### src/hw/lesb_pkg.sv
package lesb_pkg;

    // ------------------------------------------------------------------
    // register offsets (fieldbus parameter addresses)
    // ------------------------------------------------------------------
    localparam logic [15:0] LESB_OFS_STOP_CODE  = 16'h1c0a;
    localparam logic [15:0] LESB_OFS_SIG_LATCH  = 16'h1c10;
    localparam logic [15:0] LESB_OFS_LAST_CODE  = 16'h1c12;
    localparam logic [15:0] LESB_OFS_WARN_LATCH = 16'h1c18;

    // ------------------------------------------------------------------
    // reset values and field layout
    // ------------------------------------------------------------------
    localparam logic [15:0] LESB_RST_CODE  = 16'h0000;
    localparam logic [15:0] LESB_RST_WARN  = 16'h0000;
    localparam logic [31:0] LESB_RST_SIG   = 32'h0000_0000;
    // warning bits that fall by themselves: 10, 11, 13
    localparam logic [15:0] LESB_WARN_AUTO = 16'h2c00;
    // reserved warning bits: 3, 15
    localparam logic [15:0] LESB_WARN_RSVD = 16'h8008;
    // reserved signal bits: 5, 11, 13, 25, 26, 27, 28
    localparam logic [31:0] LESB_SIG_RSVD  = 32'h1e00_2820;
    // warning groups: bits 7..0 and 15..8
    localparam logic [15:0] LESB_WARN_GRP_LO = 16'h00ff;
    localparam logic [15:0] LESB_WARN_GRP_HI = 16'hff00;
    // signal groups: 4..0, 12..5, 19..13, 24..20, 31..25
    localparam logic [31:0] LESB_SIG_GRP_A   = 32'h0000_001f;
    localparam logic [31:0] LESB_SIG_GRP_B   = 32'h0000_1fe0;
    localparam logic [31:0] LESB_SIG_GRP_C   = 32'h000f_e000;
    localparam logic [31:0] LESB_SIG_GRP_D   = 32'h01f0_0000;
    localparam logic [31:0] LESB_SIG_GRP_E   = 32'hfe00_0000;

    typedef struct packed {
        logic [15:0] warn_latch;
        logic [31:0] sig_latch;
        logic [15:0] last_code;
        logic [15:0] stop_code;
        logic [31:0] rd_data;
        logic        rd_valid;
        logic        rd_error;
    } lesb_state_t;

    // error events from the detection sources
    typedef struct packed {
        logic        warn_valid;
        logic [15:0] warn_code;
        logic        stop_valid;
        logic [15:0] stop_code;
    } lesb_event_t;

endpackage

### src/hw/lesb_bank.sv
// Function
// RULE1: sixteen-bit warning latch, one bit per class-0 error, 1 means seen.
// RULE2: fault reset clears every warning latch bit. The code re-latches bits whose cause is present during fault reset.
// RULE3: warning bits 10, 11, 13 drop by themselves once their cause is gone.
// RULE4: warning bits 0-7: general, stage hot, motor hot, reserved, overloads, CAN.
// RULE5: warning bits 8-15: encoder, RS485, safe torque off, DC bus, fieldbus, position, reserved.
// RULE6: thirty-two-bit monitoring signal latch, 1 means activated and saved.
// RULE7: signal bits 0-4: general, limit switches, range, quick stop, safe torque off zero.
// RULE8: signal bit 5 reserved; bits 6-12 comm, frequency, mode, reserved, fieldbus.
// RULE9: signal bit 13 reserved; bits 14-19 DC bus, mains, motor, encoder.
// RULE10: signal bits 20-24: 24 V, overtemperature, deviation, velocity, safe torque off mismatch.
// RULE11: signal bits 29-31 memory, booting, system; 25 and 27 reserved. The code also treats 26 and 28 as reserved.
// RULE12: holds code of most recent class-0 error in sixteen bits.
// RULE13: class-0 code stays after error goes inactive, until fault reset.
// RULE14: class-0 code reads zero when no class-0 error recorded.
// RULE15: holds code of most recent stopping error, classes 1 to 4.
// RULE16: master reads code registers after process data reports an error.
// RULE17: all four registers read-only; writes change nothing.
// RULE18: latched bits stay set until fault reset, except self-clearing warning bits.
`timescale 1ns/10ps
`default_nettype none

module lesb_bank
    import lesb_pkg::*;
(
    input  wire logic        i_mclk,
    input  wire logic        i_reset_n,
    input  wire logic        i_fault_reset,
    input  wire logic [15:0] i_warn_cause,
    input  wire logic [31:0] i_sig_cause,
    input  wire lesb_event_t i_event,
    input  wire logic        i_rd_req,
    input  wire logic        i_wr_req,
    input  wire logic [15:0] i_addr,
    output logic [31:0]      o_rd_data,
    output logic             o_rd_valid,
    output logic             o_rd_error,
    output logic [15:0]      o_warn_latch,
    output logic [31:0]      o_sig_latch,
    output logic [15:0]      o_last_code,
    output logic [15:0]      o_stop_code
);

    // ------------------------------------------------------------------
    // state
    // ------------------------------------------------------------------
    lesb_state_t state_reg;
    lesb_state_t state_next;

    function automatic logic [31:0] lesb_read(input lesb_state_t s, input logic [15:0] a);
        logic [31:0] d;
        d = 32'h0000_0000;
        unique case (a)
            LESB_OFS_STOP_CODE:  d = {16'h0000, s.stop_code};
            LESB_OFS_SIG_LATCH:  d = s.sig_latch;
            LESB_OFS_LAST_CODE:  d = {16'h0000, s.last_code};
            LESB_OFS_WARN_LATCH: d = {16'h0000, s.warn_latch};
            default:             d = 32'h0000_0000;
        endcase
        return d;
    endfunction

    function automatic logic lesb_mapped(input logic [15:0] a);
        return (a == LESB_OFS_STOP_CODE) || (a == LESB_OFS_SIG_LATCH) ||
               (a == LESB_OFS_LAST_CODE) || (a == LESB_OFS_WARN_LATCH);
    endfunction

    // ------------------------------------------------------------------
    // next state
    // ------------------------------------------------------------------
    always_comb begin
        state_next = state_reg;
        // sticky latching; a cause present during fault reset re-latches,
        // so set wins over clear
        if (i_fault_reset) begin
            state_next.warn_latch = (i_warn_cause & ~LESB_WARN_RSVD);    // see RULE2
            state_next.sig_latch  = (i_sig_cause & ~LESB_SIG_RSVD);      // see RULE18
            state_next.last_code  = LESB_RST_CODE;                       // see RULE13
        end else begin
            state_next.warn_latch = (state_reg.warn_latch & ~LESB_WARN_AUTO)
                                  | (i_warn_cause & ~LESB_WARN_RSVD);    // see RULE1
            state_next.sig_latch  = state_reg.sig_latch
                                  | (i_sig_cause & ~LESB_SIG_RSVD);      // see RULE6
        end
        // auto bits simply follow their cause
        state_next.warn_latch = (state_next.warn_latch & ~LESB_WARN_AUTO)
                              | (i_warn_cause & LESB_WARN_AUTO);         // see RULE3
        if (i_event.warn_valid) begin
            state_next.last_code = i_event.warn_code;                    // see RULE12
        end
        if (i_event.stop_valid) begin
            state_next.stop_code = i_event.stop_code;                    // see RULE15
        end
        // writes are refused and flagged; contents untouched
        state_next.rd_valid = i_rd_req || i_wr_req;
        state_next.rd_error = i_wr_req || (i_rd_req && !lesb_mapped(i_addr));  // see RULE17
        state_next.rd_data  = i_rd_req ? lesb_read(state_reg, i_addr) : 32'h0000_0000;
    end

    always_ff @(posedge i_mclk or negedge i_reset_n) begin
        if (!i_reset_n) begin
            state_reg            <= '0;
            state_reg.warn_latch <= LESB_RST_WARN;
            state_reg.sig_latch  <= LESB_RST_SIG;
            state_reg.last_code  <= LESB_RST_CODE;                       // see RULE14
            state_reg.stop_code  <= LESB_RST_CODE;
        end else begin
            state_reg <= state_next;
        end
    end

    assign o_rd_data    = state_reg.rd_data;
    assign o_rd_valid   = state_reg.rd_valid;
    assign o_rd_error   = state_reg.rd_error;
    assign o_warn_latch = state_reg.warn_latch;
    assign o_sig_latch  = state_reg.sig_latch;
    assign o_last_code  = state_reg.last_code;
    assign o_stop_code  = state_reg.stop_code;

    // ------------------------------------------------------------------
    // assertions
    // ------------------------------------------------------------------
    a_warn_sticky_hold: assert property (@(posedge i_mclk) disable iff (!i_reset_n) // see RULE18
        (!i_fault_reset && $past(i_reset_n)) |=>
            ((o_warn_latch & ~LESB_WARN_AUTO) & $past(o_warn_latch)) == ($past(o_warn_latch) & ~LESB_WARN_AUTO))
        else $error("sticky warning bit lost");

    a_warn_cause_sets: assert property (@(posedge i_mclk) disable iff (!i_reset_n) // see RULE1
        1'b1 |=> ((o_warn_latch & $past(i_warn_cause) & ~LESB_WARN_RSVD)
                  == ($past(i_warn_cause) & ~LESB_WARN_RSVD)))
        else $error("warning cause not latched");

    a_fault_clears: assert property (@(posedge i_mclk) disable iff (!i_reset_n) // see RULE2
        (i_fault_reset && i_warn_cause == 16'h0000) |=> (o_warn_latch == 16'h0000))
        else $error("fault reset left warning bits");

    a_auto_follow: assert property (@(posedge i_mclk) disable iff (!i_reset_n) // see RULE3
        1'b1 |=> ((o_warn_latch & LESB_WARN_AUTO) == ($past(i_warn_cause) & LESB_WARN_AUTO)))
        else $error("self-clearing bits wrong");

    a_sig_sticky: assert property (@(posedge i_mclk) disable iff (!i_reset_n) // see RULE6
        (!i_fault_reset) |=> ((o_sig_latch & $past(o_sig_latch)) == $past(o_sig_latch)))
        else $error("signal latch bit lost");

    a_sig_reserved: assert property (@(posedge i_mclk) disable iff (!i_reset_n) // see RULE9
        (o_sig_latch & LESB_SIG_RSVD) == 32'h0000_0000)
        else $error("reserved signal bit set");

    a_last_code_keep: assert property (@(posedge i_mclk) disable iff (!i_reset_n) // see RULE13
        (!i_event.warn_valid && !i_fault_reset) |=> $stable(o_last_code))
        else $error("class-0 code changed");

    a_last_code_load: assert property (@(posedge i_mclk) disable iff (!i_reset_n) // see RULE12
        i_event.warn_valid |=> (o_last_code == $past(i_event.warn_code)))
        else $error("class-0 code not stored");

    a_stop_code_load: assert property (@(posedge i_mclk) disable iff (!i_reset_n) // see RULE15
        i_event.stop_valid |=> (o_stop_code == $past(i_event.stop_code)))
        else $error("stop code not stored");

    a_write_refused: assert property (@(posedge i_mclk) disable iff (!i_reset_n) // see RULE17
        (i_wr_req && !i_rd_req) |=> (o_rd_error && o_rd_valid))
        else $error("write not refused");

    a_read_value: assert property (@(posedge i_mclk) disable iff (!i_reset_n) // see RULE17
        (i_rd_req && !i_wr_req && i_addr == LESB_OFS_SIG_LATCH) |=>
            (o_rd_data == $past(o_sig_latch) && !o_rd_error))
        else $error("signal latch read wrong");

    // ------------------------------------------------------------------
    // field layout
    // ------------------------------------------------------------------
    a_warn_low_set: assert property (@(posedge i_mclk) disable iff (!i_reset_n) // see RULE4
        1'b1 |=> ((o_warn_latch & $past(i_warn_cause) & LESB_WARN_GRP_LO & ~LESB_WARN_RSVD)
                  == ($past(i_warn_cause) & LESB_WARN_GRP_LO & ~LESB_WARN_RSVD)))
        else $error("low warning group not latched");

    a_warn_low_rsvd: assert property (@(posedge i_mclk) disable iff (!i_reset_n) // see RULE4
        (o_warn_latch & LESB_WARN_RSVD & LESB_WARN_GRP_LO) == 16'h0000)
        else $error("reserved low warning bit set");

    a_warn_high_set: assert property (@(posedge i_mclk) disable iff (!i_reset_n) // see RULE5
        1'b1 |=> ((o_warn_latch & $past(i_warn_cause) & LESB_WARN_GRP_HI & ~LESB_WARN_RSVD)
                  == ($past(i_warn_cause) & LESB_WARN_GRP_HI & ~LESB_WARN_RSVD)))
        else $error("high warning group not latched");

    a_warn_high_rsvd: assert property (@(posedge i_mclk) disable iff (!i_reset_n) // see RULE5
        (o_warn_latch & LESB_WARN_RSVD & LESB_WARN_GRP_HI) == 16'h0000)
        else $error("reserved high warning bit set");

    a_sig_grpa_set: assert property (@(posedge i_mclk) disable iff (!i_reset_n) // see RULE7
        1'b1 |=> ((o_sig_latch & $past(i_sig_cause) & LESB_SIG_GRP_A)
                  == ($past(i_sig_cause) & LESB_SIG_GRP_A)))
        else $error("signal group a not latched");

    a_sig_grpa_keep: assert property (@(posedge i_mclk) disable iff (!i_reset_n) // see RULE7
        !i_fault_reset |=> ((o_sig_latch & $past(o_sig_latch) & LESB_SIG_GRP_A)
                            == ($past(o_sig_latch) & LESB_SIG_GRP_A)))
        else $error("signal group a bit lost");

    a_sig_grpb_set: assert property (@(posedge i_mclk) disable iff (!i_reset_n) // see RULE8
        1'b1 |=> ((o_sig_latch & $past(i_sig_cause) & LESB_SIG_GRP_B & ~LESB_SIG_RSVD)
                  == ($past(i_sig_cause) & LESB_SIG_GRP_B & ~LESB_SIG_RSVD)))
        else $error("signal group b not latched");

    a_sig_grpb_rsvd: assert property (@(posedge i_mclk) disable iff (!i_reset_n) // see RULE8
        (o_sig_latch & LESB_SIG_RSVD & LESB_SIG_GRP_B) == 32'h0000_0000)
        else $error("reserved signal group b bit set");

    a_sig_grpb_keep: assert property (@(posedge i_mclk) disable iff (!i_reset_n) // see RULE8
        !i_fault_reset |=> ((o_sig_latch & $past(o_sig_latch) & LESB_SIG_GRP_B)
                            == ($past(o_sig_latch) & LESB_SIG_GRP_B)))
        else $error("signal group b bit lost");

    a_sig_grpc_set: assert property (@(posedge i_mclk) disable iff (!i_reset_n) // see RULE9
        1'b1 |=> ((o_sig_latch & $past(i_sig_cause) & LESB_SIG_GRP_C & ~LESB_SIG_RSVD)
                  == ($past(i_sig_cause) & LESB_SIG_GRP_C & ~LESB_SIG_RSVD)))
        else $error("signal group c not latched");

    a_sig_grpc_rsvd: assert property (@(posedge i_mclk) disable iff (!i_reset_n) // see RULE9
        (o_sig_latch & LESB_SIG_RSVD & LESB_SIG_GRP_C) == 32'h0000_0000)
        else $error("reserved signal group c bit set");

    a_sig_grpc_keep: assert property (@(posedge i_mclk) disable iff (!i_reset_n) // see RULE9
        !i_fault_reset |=> ((o_sig_latch & $past(o_sig_latch) & LESB_SIG_GRP_C)
                            == ($past(o_sig_latch) & LESB_SIG_GRP_C)))
        else $error("signal group c bit lost");

    a_sig_grpd_set: assert property (@(posedge i_mclk) disable iff (!i_reset_n) // see RULE10
        1'b1 |=> ((o_sig_latch & $past(i_sig_cause) & LESB_SIG_GRP_D)
                  == ($past(i_sig_cause) & LESB_SIG_GRP_D)))
        else $error("signal group d not latched");

    a_sig_grpd_keep: assert property (@(posedge i_mclk) disable iff (!i_reset_n) // see RULE10
        !i_fault_reset |=> ((o_sig_latch & $past(o_sig_latch) & LESB_SIG_GRP_D)
                            == ($past(o_sig_latch) & LESB_SIG_GRP_D)))
        else $error("signal group d bit lost");

    a_sig_grpe_set: assert property (@(posedge i_mclk) disable iff (!i_reset_n) // see RULE11
        1'b1 |=> ((o_sig_latch & $past(i_sig_cause) & LESB_SIG_GRP_E & ~LESB_SIG_RSVD)
                  == ($past(i_sig_cause) & LESB_SIG_GRP_E & ~LESB_SIG_RSVD)))
        else $error("signal group e not latched");

    a_sig_grpe_rsvd: assert property (@(posedge i_mclk) disable iff (!i_reset_n) // see RULE11
        (o_sig_latch & LESB_SIG_RSVD & LESB_SIG_GRP_E) == 32'h0000_0000)
        else $error("reserved signal group e bit set");

    a_sig_grpe_keep: assert property (@(posedge i_mclk) disable iff (!i_reset_n) // see RULE11
        !i_fault_reset |=> ((o_sig_latch & $past(o_sig_latch) & LESB_SIG_GRP_E)
                            == ($past(o_sig_latch) & LESB_SIG_GRP_E)))
        else $error("signal group e bit lost");

    // ------------------------------------------------------------------
    // latch and clear
    // ------------------------------------------------------------------
    a_warn_no_spurious: assert property (@(posedge i_mclk) disable iff (!i_reset_n) // see RULE1
        1'b1 |=> ((o_warn_latch & ~$past(o_warn_latch) & ~$past(i_warn_cause))
                  == 16'h0000))
        else $error("warning bit set without cause");

    a_sig_no_spurious: assert property (@(posedge i_mclk) disable iff (!i_reset_n) // see RULE6
        1'b1 |=> ((o_sig_latch & ~$past(o_sig_latch) & ~$past(i_sig_cause))
                  == 32'h0000_0000))
        else $error("signal bit set without cause");

    a_warn_fault_only: assert property (@(posedge i_mclk) disable iff (!i_reset_n) // see RULE2
        i_fault_reset |=>
            ((o_warn_latch & ~$past(i_warn_cause)) == 16'h0000))
        else $error("warning bit survived fault reset");

    a_sig_fault_only: assert property (@(posedge i_mclk) disable iff (!i_reset_n) // see RULE18
        i_fault_reset |=>
            ((o_sig_latch & ~$past(i_sig_cause)) == 32'h0000_0000))
        else $error("signal bit survived fault reset");

    a_sig_fault_clears: assert property (@(posedge i_mclk) disable iff (!i_reset_n) // see RULE18
        (i_fault_reset && i_sig_cause == 32'h0000_0000) |=> (o_sig_latch == 32'h0000_0000))
        else $error("fault reset left signal bits");

    a_last_code_empty: assert property (@(posedge i_mclk) disable iff (!i_reset_n) // see RULE14
        (i_fault_reset && !i_event.warn_valid) |=>
            (o_last_code == 16'h0000))
        else $error("class-0 code not zero after clear");

    a_stop_code_keep: assert property (@(posedge i_mclk) disable iff (!i_reset_n) // see RULE15
        !i_event.stop_valid |=> $stable(o_stop_code))
        else $error("stop code changed without event");

    // ------------------------------------------------------------------
    // read port
    // ------------------------------------------------------------------
    a_read_warn: assert property (@(posedge i_mclk) disable iff (!i_reset_n) // see RULE1
        (i_rd_req && !i_wr_req && i_addr == LESB_OFS_WARN_LATCH) |=>
            (o_rd_data == {16'h0000, $past(o_warn_latch)} && !o_rd_error))
        else $error("warning latch read wrong");

    a_read_last: assert property (@(posedge i_mclk) disable iff (!i_reset_n) // see RULE12
        (i_rd_req && !i_wr_req && i_addr == LESB_OFS_LAST_CODE) |=>
            (o_rd_data == {16'h0000, $past(o_last_code)} && !o_rd_error))
        else $error("class-0 code read wrong");

    a_read_stop: assert property (@(posedge i_mclk) disable iff (!i_reset_n) // see RULE15
        (i_rd_req && !i_wr_req && i_addr == LESB_OFS_STOP_CODE) |=>
            (o_rd_data == {16'h0000, $past(o_stop_code)} && !o_rd_error))
        else $error("stop code read wrong");

    a_read_unmapped: assert property (@(posedge i_mclk) disable iff (!i_reset_n) // see RULE17
        (i_rd_req && !lesb_mapped(i_addr)) |=>
            (o_rd_error && o_rd_data == 32'h0000_0000))
        else $error("unmapped read not refused");

    a_write_no_data: assert property (@(posedge i_mclk) disable iff (!i_reset_n) // see RULE17
        (i_wr_req && !i_rd_req) |=> (o_rd_data == 32'h0000_0000))
        else $error("write returned data");

    a_read_ok: assert property (@(posedge i_mclk) disable iff (!i_reset_n) // see RULE17
        (i_rd_req && !i_wr_req && lesb_mapped(i_addr)) |=>
            (o_rd_valid && !o_rd_error))
        else $error("mapped read refused");

    a_idle_quiet: assert property (@(posedge i_mclk) disable iff (!i_reset_n) // see RULE17
        (!i_rd_req && !i_wr_req) |=>
            (!o_rd_valid && !o_rd_error && o_rd_data == 32'h0000_0000))
        else $error("answer without request");

    a_error_valid: assert property (@(posedge i_mclk) disable iff (!i_reset_n) // see RULE17
        o_rd_error |-> o_rd_valid)
        else $error("error without valid");

    a_data_valid: assert property (@(posedge i_mclk) disable iff (!i_reset_n) // see RULE17
        (o_rd_data != 32'h0000_0000) |-> o_rd_valid)
        else $error("data without valid");

    a_write_keeps_code: assert property (@(posedge i_mclk) disable iff (!i_reset_n) // see RULE17
        (i_wr_req && !i_event.warn_valid && !i_fault_reset) |=>
            $stable(o_last_code))
        else $error("write changed class-0 code");

endmodule

`default_nettype wire

### config.mk
export PLATFORM = sky130hd
export DESIGN_NAME = lesb_bank
export DESIGN_NICKNAME = d
export VERILOG_FILES = /design/src/hw/lesb_pkg.sv /design/src/hw/lesb_bank.sv
export SDC_FILE = /design/constraint.sdc
export NUM_CORES = 1
export LEC_CHECK = 0
export BUFFER_PORTS_ARGS = -buffer_cell sky130_fd_sc_hd__buf_2
export CAP_MARGIN = 40
export CORE_MARGIN = 8
export CORE_UTILIZATION = 40
export CTS_CLUSTER_SIZE = 14
export DETAILED_ROUTE_END_ITERATION = 6
export PLACE_DENSITY_LB_ADDON = 0.25
export SLEW_MARGIN = 20
export SYNTH_ARGS = -nofsm -noshare
export SYNTH_HDL_FRONTEND = slang
export SYNTH_SLANG_ARGS = --single-unit
### constraint.sdc
create_clock -name i_mclk -period 1.5 [get_ports i_mclk]
set_clock_uncertainty 0.2 [all_clocks]
set_input_delay 0.225 -clock i_mclk [delete_from_list [all_inputs] [get_ports i_mclk]]
set_output_delay 0.225 -clock i_mclk [all_outputs]
set_load 0.05 [all_outputs]
==> results.txt <==
reg-to-reg endpoint - o_rd_data[13]
Finished Core Util - 0.6720
initial antenna violation count - 0
Max-slew headroom - 0.6398
combinational power share - 0.229
Worst VDD drop - 0.4416 mV
H-tree depth - 3
latest clock arrival within the worst-skew pair - 360 ps
Total Routing Usage GR - 0.2013
Fillers - 735
IO Port Bufs - 200
crit path capture - o_rd_data[3]
Starting Density - 0.4033
worst path arrival time - 1770 ps
num rows - 37
Final TNS setup - -3333 ps
register area - 2603 um2
Post-synth EDFFs - 0
Leakage Power - 3.306 nW
Clock Power Share - 0.276
Root Driver - clkbuf_8
Antenna Nets Post-Route - 0
Sw Pwr - 1.999 mW
Routed Wire Length - 13670 um
Synth Flop Type - dfrtp_1
routed vias/inst - 4.860
Design Power - 6.231 mW
critical path endpoint category - register
outcome - finished, violations left
sequential share of the synthesized area - 0.6365
FF-to-FF path depth - 2
Final Hold Fails - 0
Core Region - 10140 um2
worst hold margin - 38.03 ps
max-cap viol count - 0
Post-Syn Instances - 310
Max clock buf depth - 2
post-route minimum period - 1677 ps
Die Ht - 117.1 um
Syn Area/Cell - 13.19 um2
power share of the sequential group - 0.496
Cell variety after synth - 28
Critical Path Source Type - input port
Worst R2R Setup Slack - 320 ps
Inserted Clock Buffers - 9
post-route DRC violation count - 0
max-slew violation count - 0
routability cong. - 0.7512
ys async rst share - 1.000
Final period util - 1.118
ant diodes - 0
post-synth top area cell - dfrtp_1
pwr dens - 914.5 nW/um2
IO Count - 217
vias in the first global route - 4096
Synthesis Warnings - 0
failing checks - negative setup slack
via count - 3601
first-pass GRT wire length - 21000 um
Sw Share - 0.3208
post-synth top area share - 0.6365
DPL Wire Length - 9037 um
crit path from - i_addr[2]
clock sinks - 104
Net count, final - 703
WL/cell - 18.44 um
Yosys reg bits - 104
Req. time, crit path - 1590 ps
Slew @ Worst Pin - 540.3 ps
die area - 13710 um2
area occupied by multi-input gates - 1509 um2
Cell Area, Synth - 4089 um2
Internal - 4.232 mW
Final Setup Violations - 29
Max FO, Critical Path - 8
largest cells by area after synthesis - dfrtp_1 64%, a21o_1 6.8%, a22oi_1 4.8%, mux2_2 4.4%, nand2b_1 2.4%
kind of critical path - in2reg
number of detailed-route iterations in the first pass - 4
RSZ-0062 raised after global routing - true
clk slew on worst S/H paths - 100 ps
Hold Crit Class - in2reg
Syn-to-layout area delta - 66.62%
worst setup margin - -176.7 ps
die width - 117.1 um
CTS tree - built
drt initial violations - 160
Max Fclk - 0.5964 GHz
worst reg2reg path startpoint - o_stop_code[13]
GRT Residual Overflow - 0
largest net degree at the start of global routing - 57
layout cells sized above 1 - 0.5091
## kinds of logic (layout without fill, tap and decap cells)
| kind of cell | after synthesis | count (layout) | synth area share |
|---|---|---|---|
| buffers and inverters | 30 | 318 | 0.04131 |
| DFF | 104 | 104 | 0.6365 |
| other | 1 | 8 | 0.0009171 |
| muxes | 16 | 16 | 0.04406 |
| and+or+nand+nor | 63 | 63 | 0.1083 |
| AOI/OAI and AO/OA | 96 | 96 | 0.1689 |
## stage by stage
step / area [um2] / cells / worst slack, ps
after global placement: 5465 / 643 / -523.8
after floorplan: 4210 / 317 / -488.9
after detailed placement: 5465 / 643 / -587.6
after CTS: 6688 / 743 / -139.1
after global routing: 6813 / 741 / -205.4
final: 6813 / 741 / -176.7
## Yosys cell counts (all sizes together) (2+ instances only)
cell / instances
or4b: 6
a21o: 37
and3: 12
nor2: 3
buf: 17
dfrtp: 104
a21oi: 13
mux2: 16
nand2: 16
o21ai: 16
clkbuf: 12
nor2b: 2
nor4: 5
nand2b: 16
a22oi: 26
a222oi: 3
## power groups by stage
| stage | clock network (mW) | logic [mW] | registers [mW] |
|---|---|---|---|
| after floorplan | 0 | 0.260 | 3.64 |
| after global placement | 0 | 1.19 | 3.13 |
| after detailed placement | 0 | 1.20 | 3.13 |
| after CTS | 1.78 | 1.38 | 3.08 |
| after global routing | 1.89 | 1.50 | 3.11 |
| final | 1.72 | 1.43 | 3.09 |
## worst min path at each step
stage | startpoint | end | slack (ps) | cells past startpoint
floorplan | i_reset_n | o_last_code[0] | -270 | 0
global placement | i_reset_n | o_sig_latch[29] | -160 | 1
detailed placement | i_reset_n | o_rd_data[29] | -160 | 1
CTS | i_rd_req | o_rd_valid | 30 | 2
global route | i_rd_req | o_rd_data[17] | 40 | 2
finish | i_rd_req | o_rd_valid | 40 | 2
## state kept, by name, summed over array words and instances (netlist names)
name and cells:
o_rd_error 1, o_rd_data 29, o_last_code 16, o_sig_latch 25, o_rd_valid 1, o_warn_latch 16, o_stop_code 16
## timing repair
action	in CTS	in global routing
setup endpoints to repair	40	74
resized for setup	39	67
cloned	3	1
hold buffers	75	0
setup buffers	6	0
pin swaps	4	11
hold endpoints to repair	177	0
## cell usage in the layout, fill, tap and decap left out
master / count
buf_2: 136
dfrtp_1: 104
dlygate4sd3_1: 75
clkbuf_4: 39
a21o_1: 37
buf_4: 25
a22oi_2: 16
nand2b_1: 16
nand2_1: 16
o21ai_0: 16
mux2_2: 16
a21oi_2: 13
clkbuf_8: 12
buf_6: 12
buf_12: 12
a22oi_1: 10
conb_1: 8
and3_1: 7
or4b_4: 6
and3_4: 5
nor4_4: 4
a222oi_1: 3
nor2_2: 3
nor2b_1: 2
clkinvlp_4: 2
nand4bb_1: 1
or4_4: 1
o41ai_4: 1
clkinv_1: 1
or2_2: 1
nor4_1: 1
inv_8: 1
inv_6: 1
clkbuf_16: 1
buf_8: 1
## worst max-delay path: stages
cell,delay [ps]
buf_8,100
or4_4,530
nor4_4,330
buf_6,200
buf_12,140
a22oi_1,90
a21oi_2,150
## per-layer routing
| layer | GRT usage | up-vias | share of wire |
|---|---|---|---|
| met3 | 0.06824 | 18 | 0.10 |
| met1 | 0.2274 | 1756 | 0.39 |
| met4 | 0.05631 | 0 | 0.013 |
| li1 | - | 1671 | - |
| met2 | 0.3547 | 156 | 0.50 |
| met5 | 0 | - | 0 |
## final cells by class
class                      instances  share of cell area
clock buffer                      12             0.02424
clock inverter                     4            0.005142
inverter                           1           0.0005510
multi-input combinational        183              0.2215
sequential                       104              0.3820
tap                              136             0.02498
timing repair buffer             301              0.3416
Note: power is estimated with default switching activity, not from simulation.
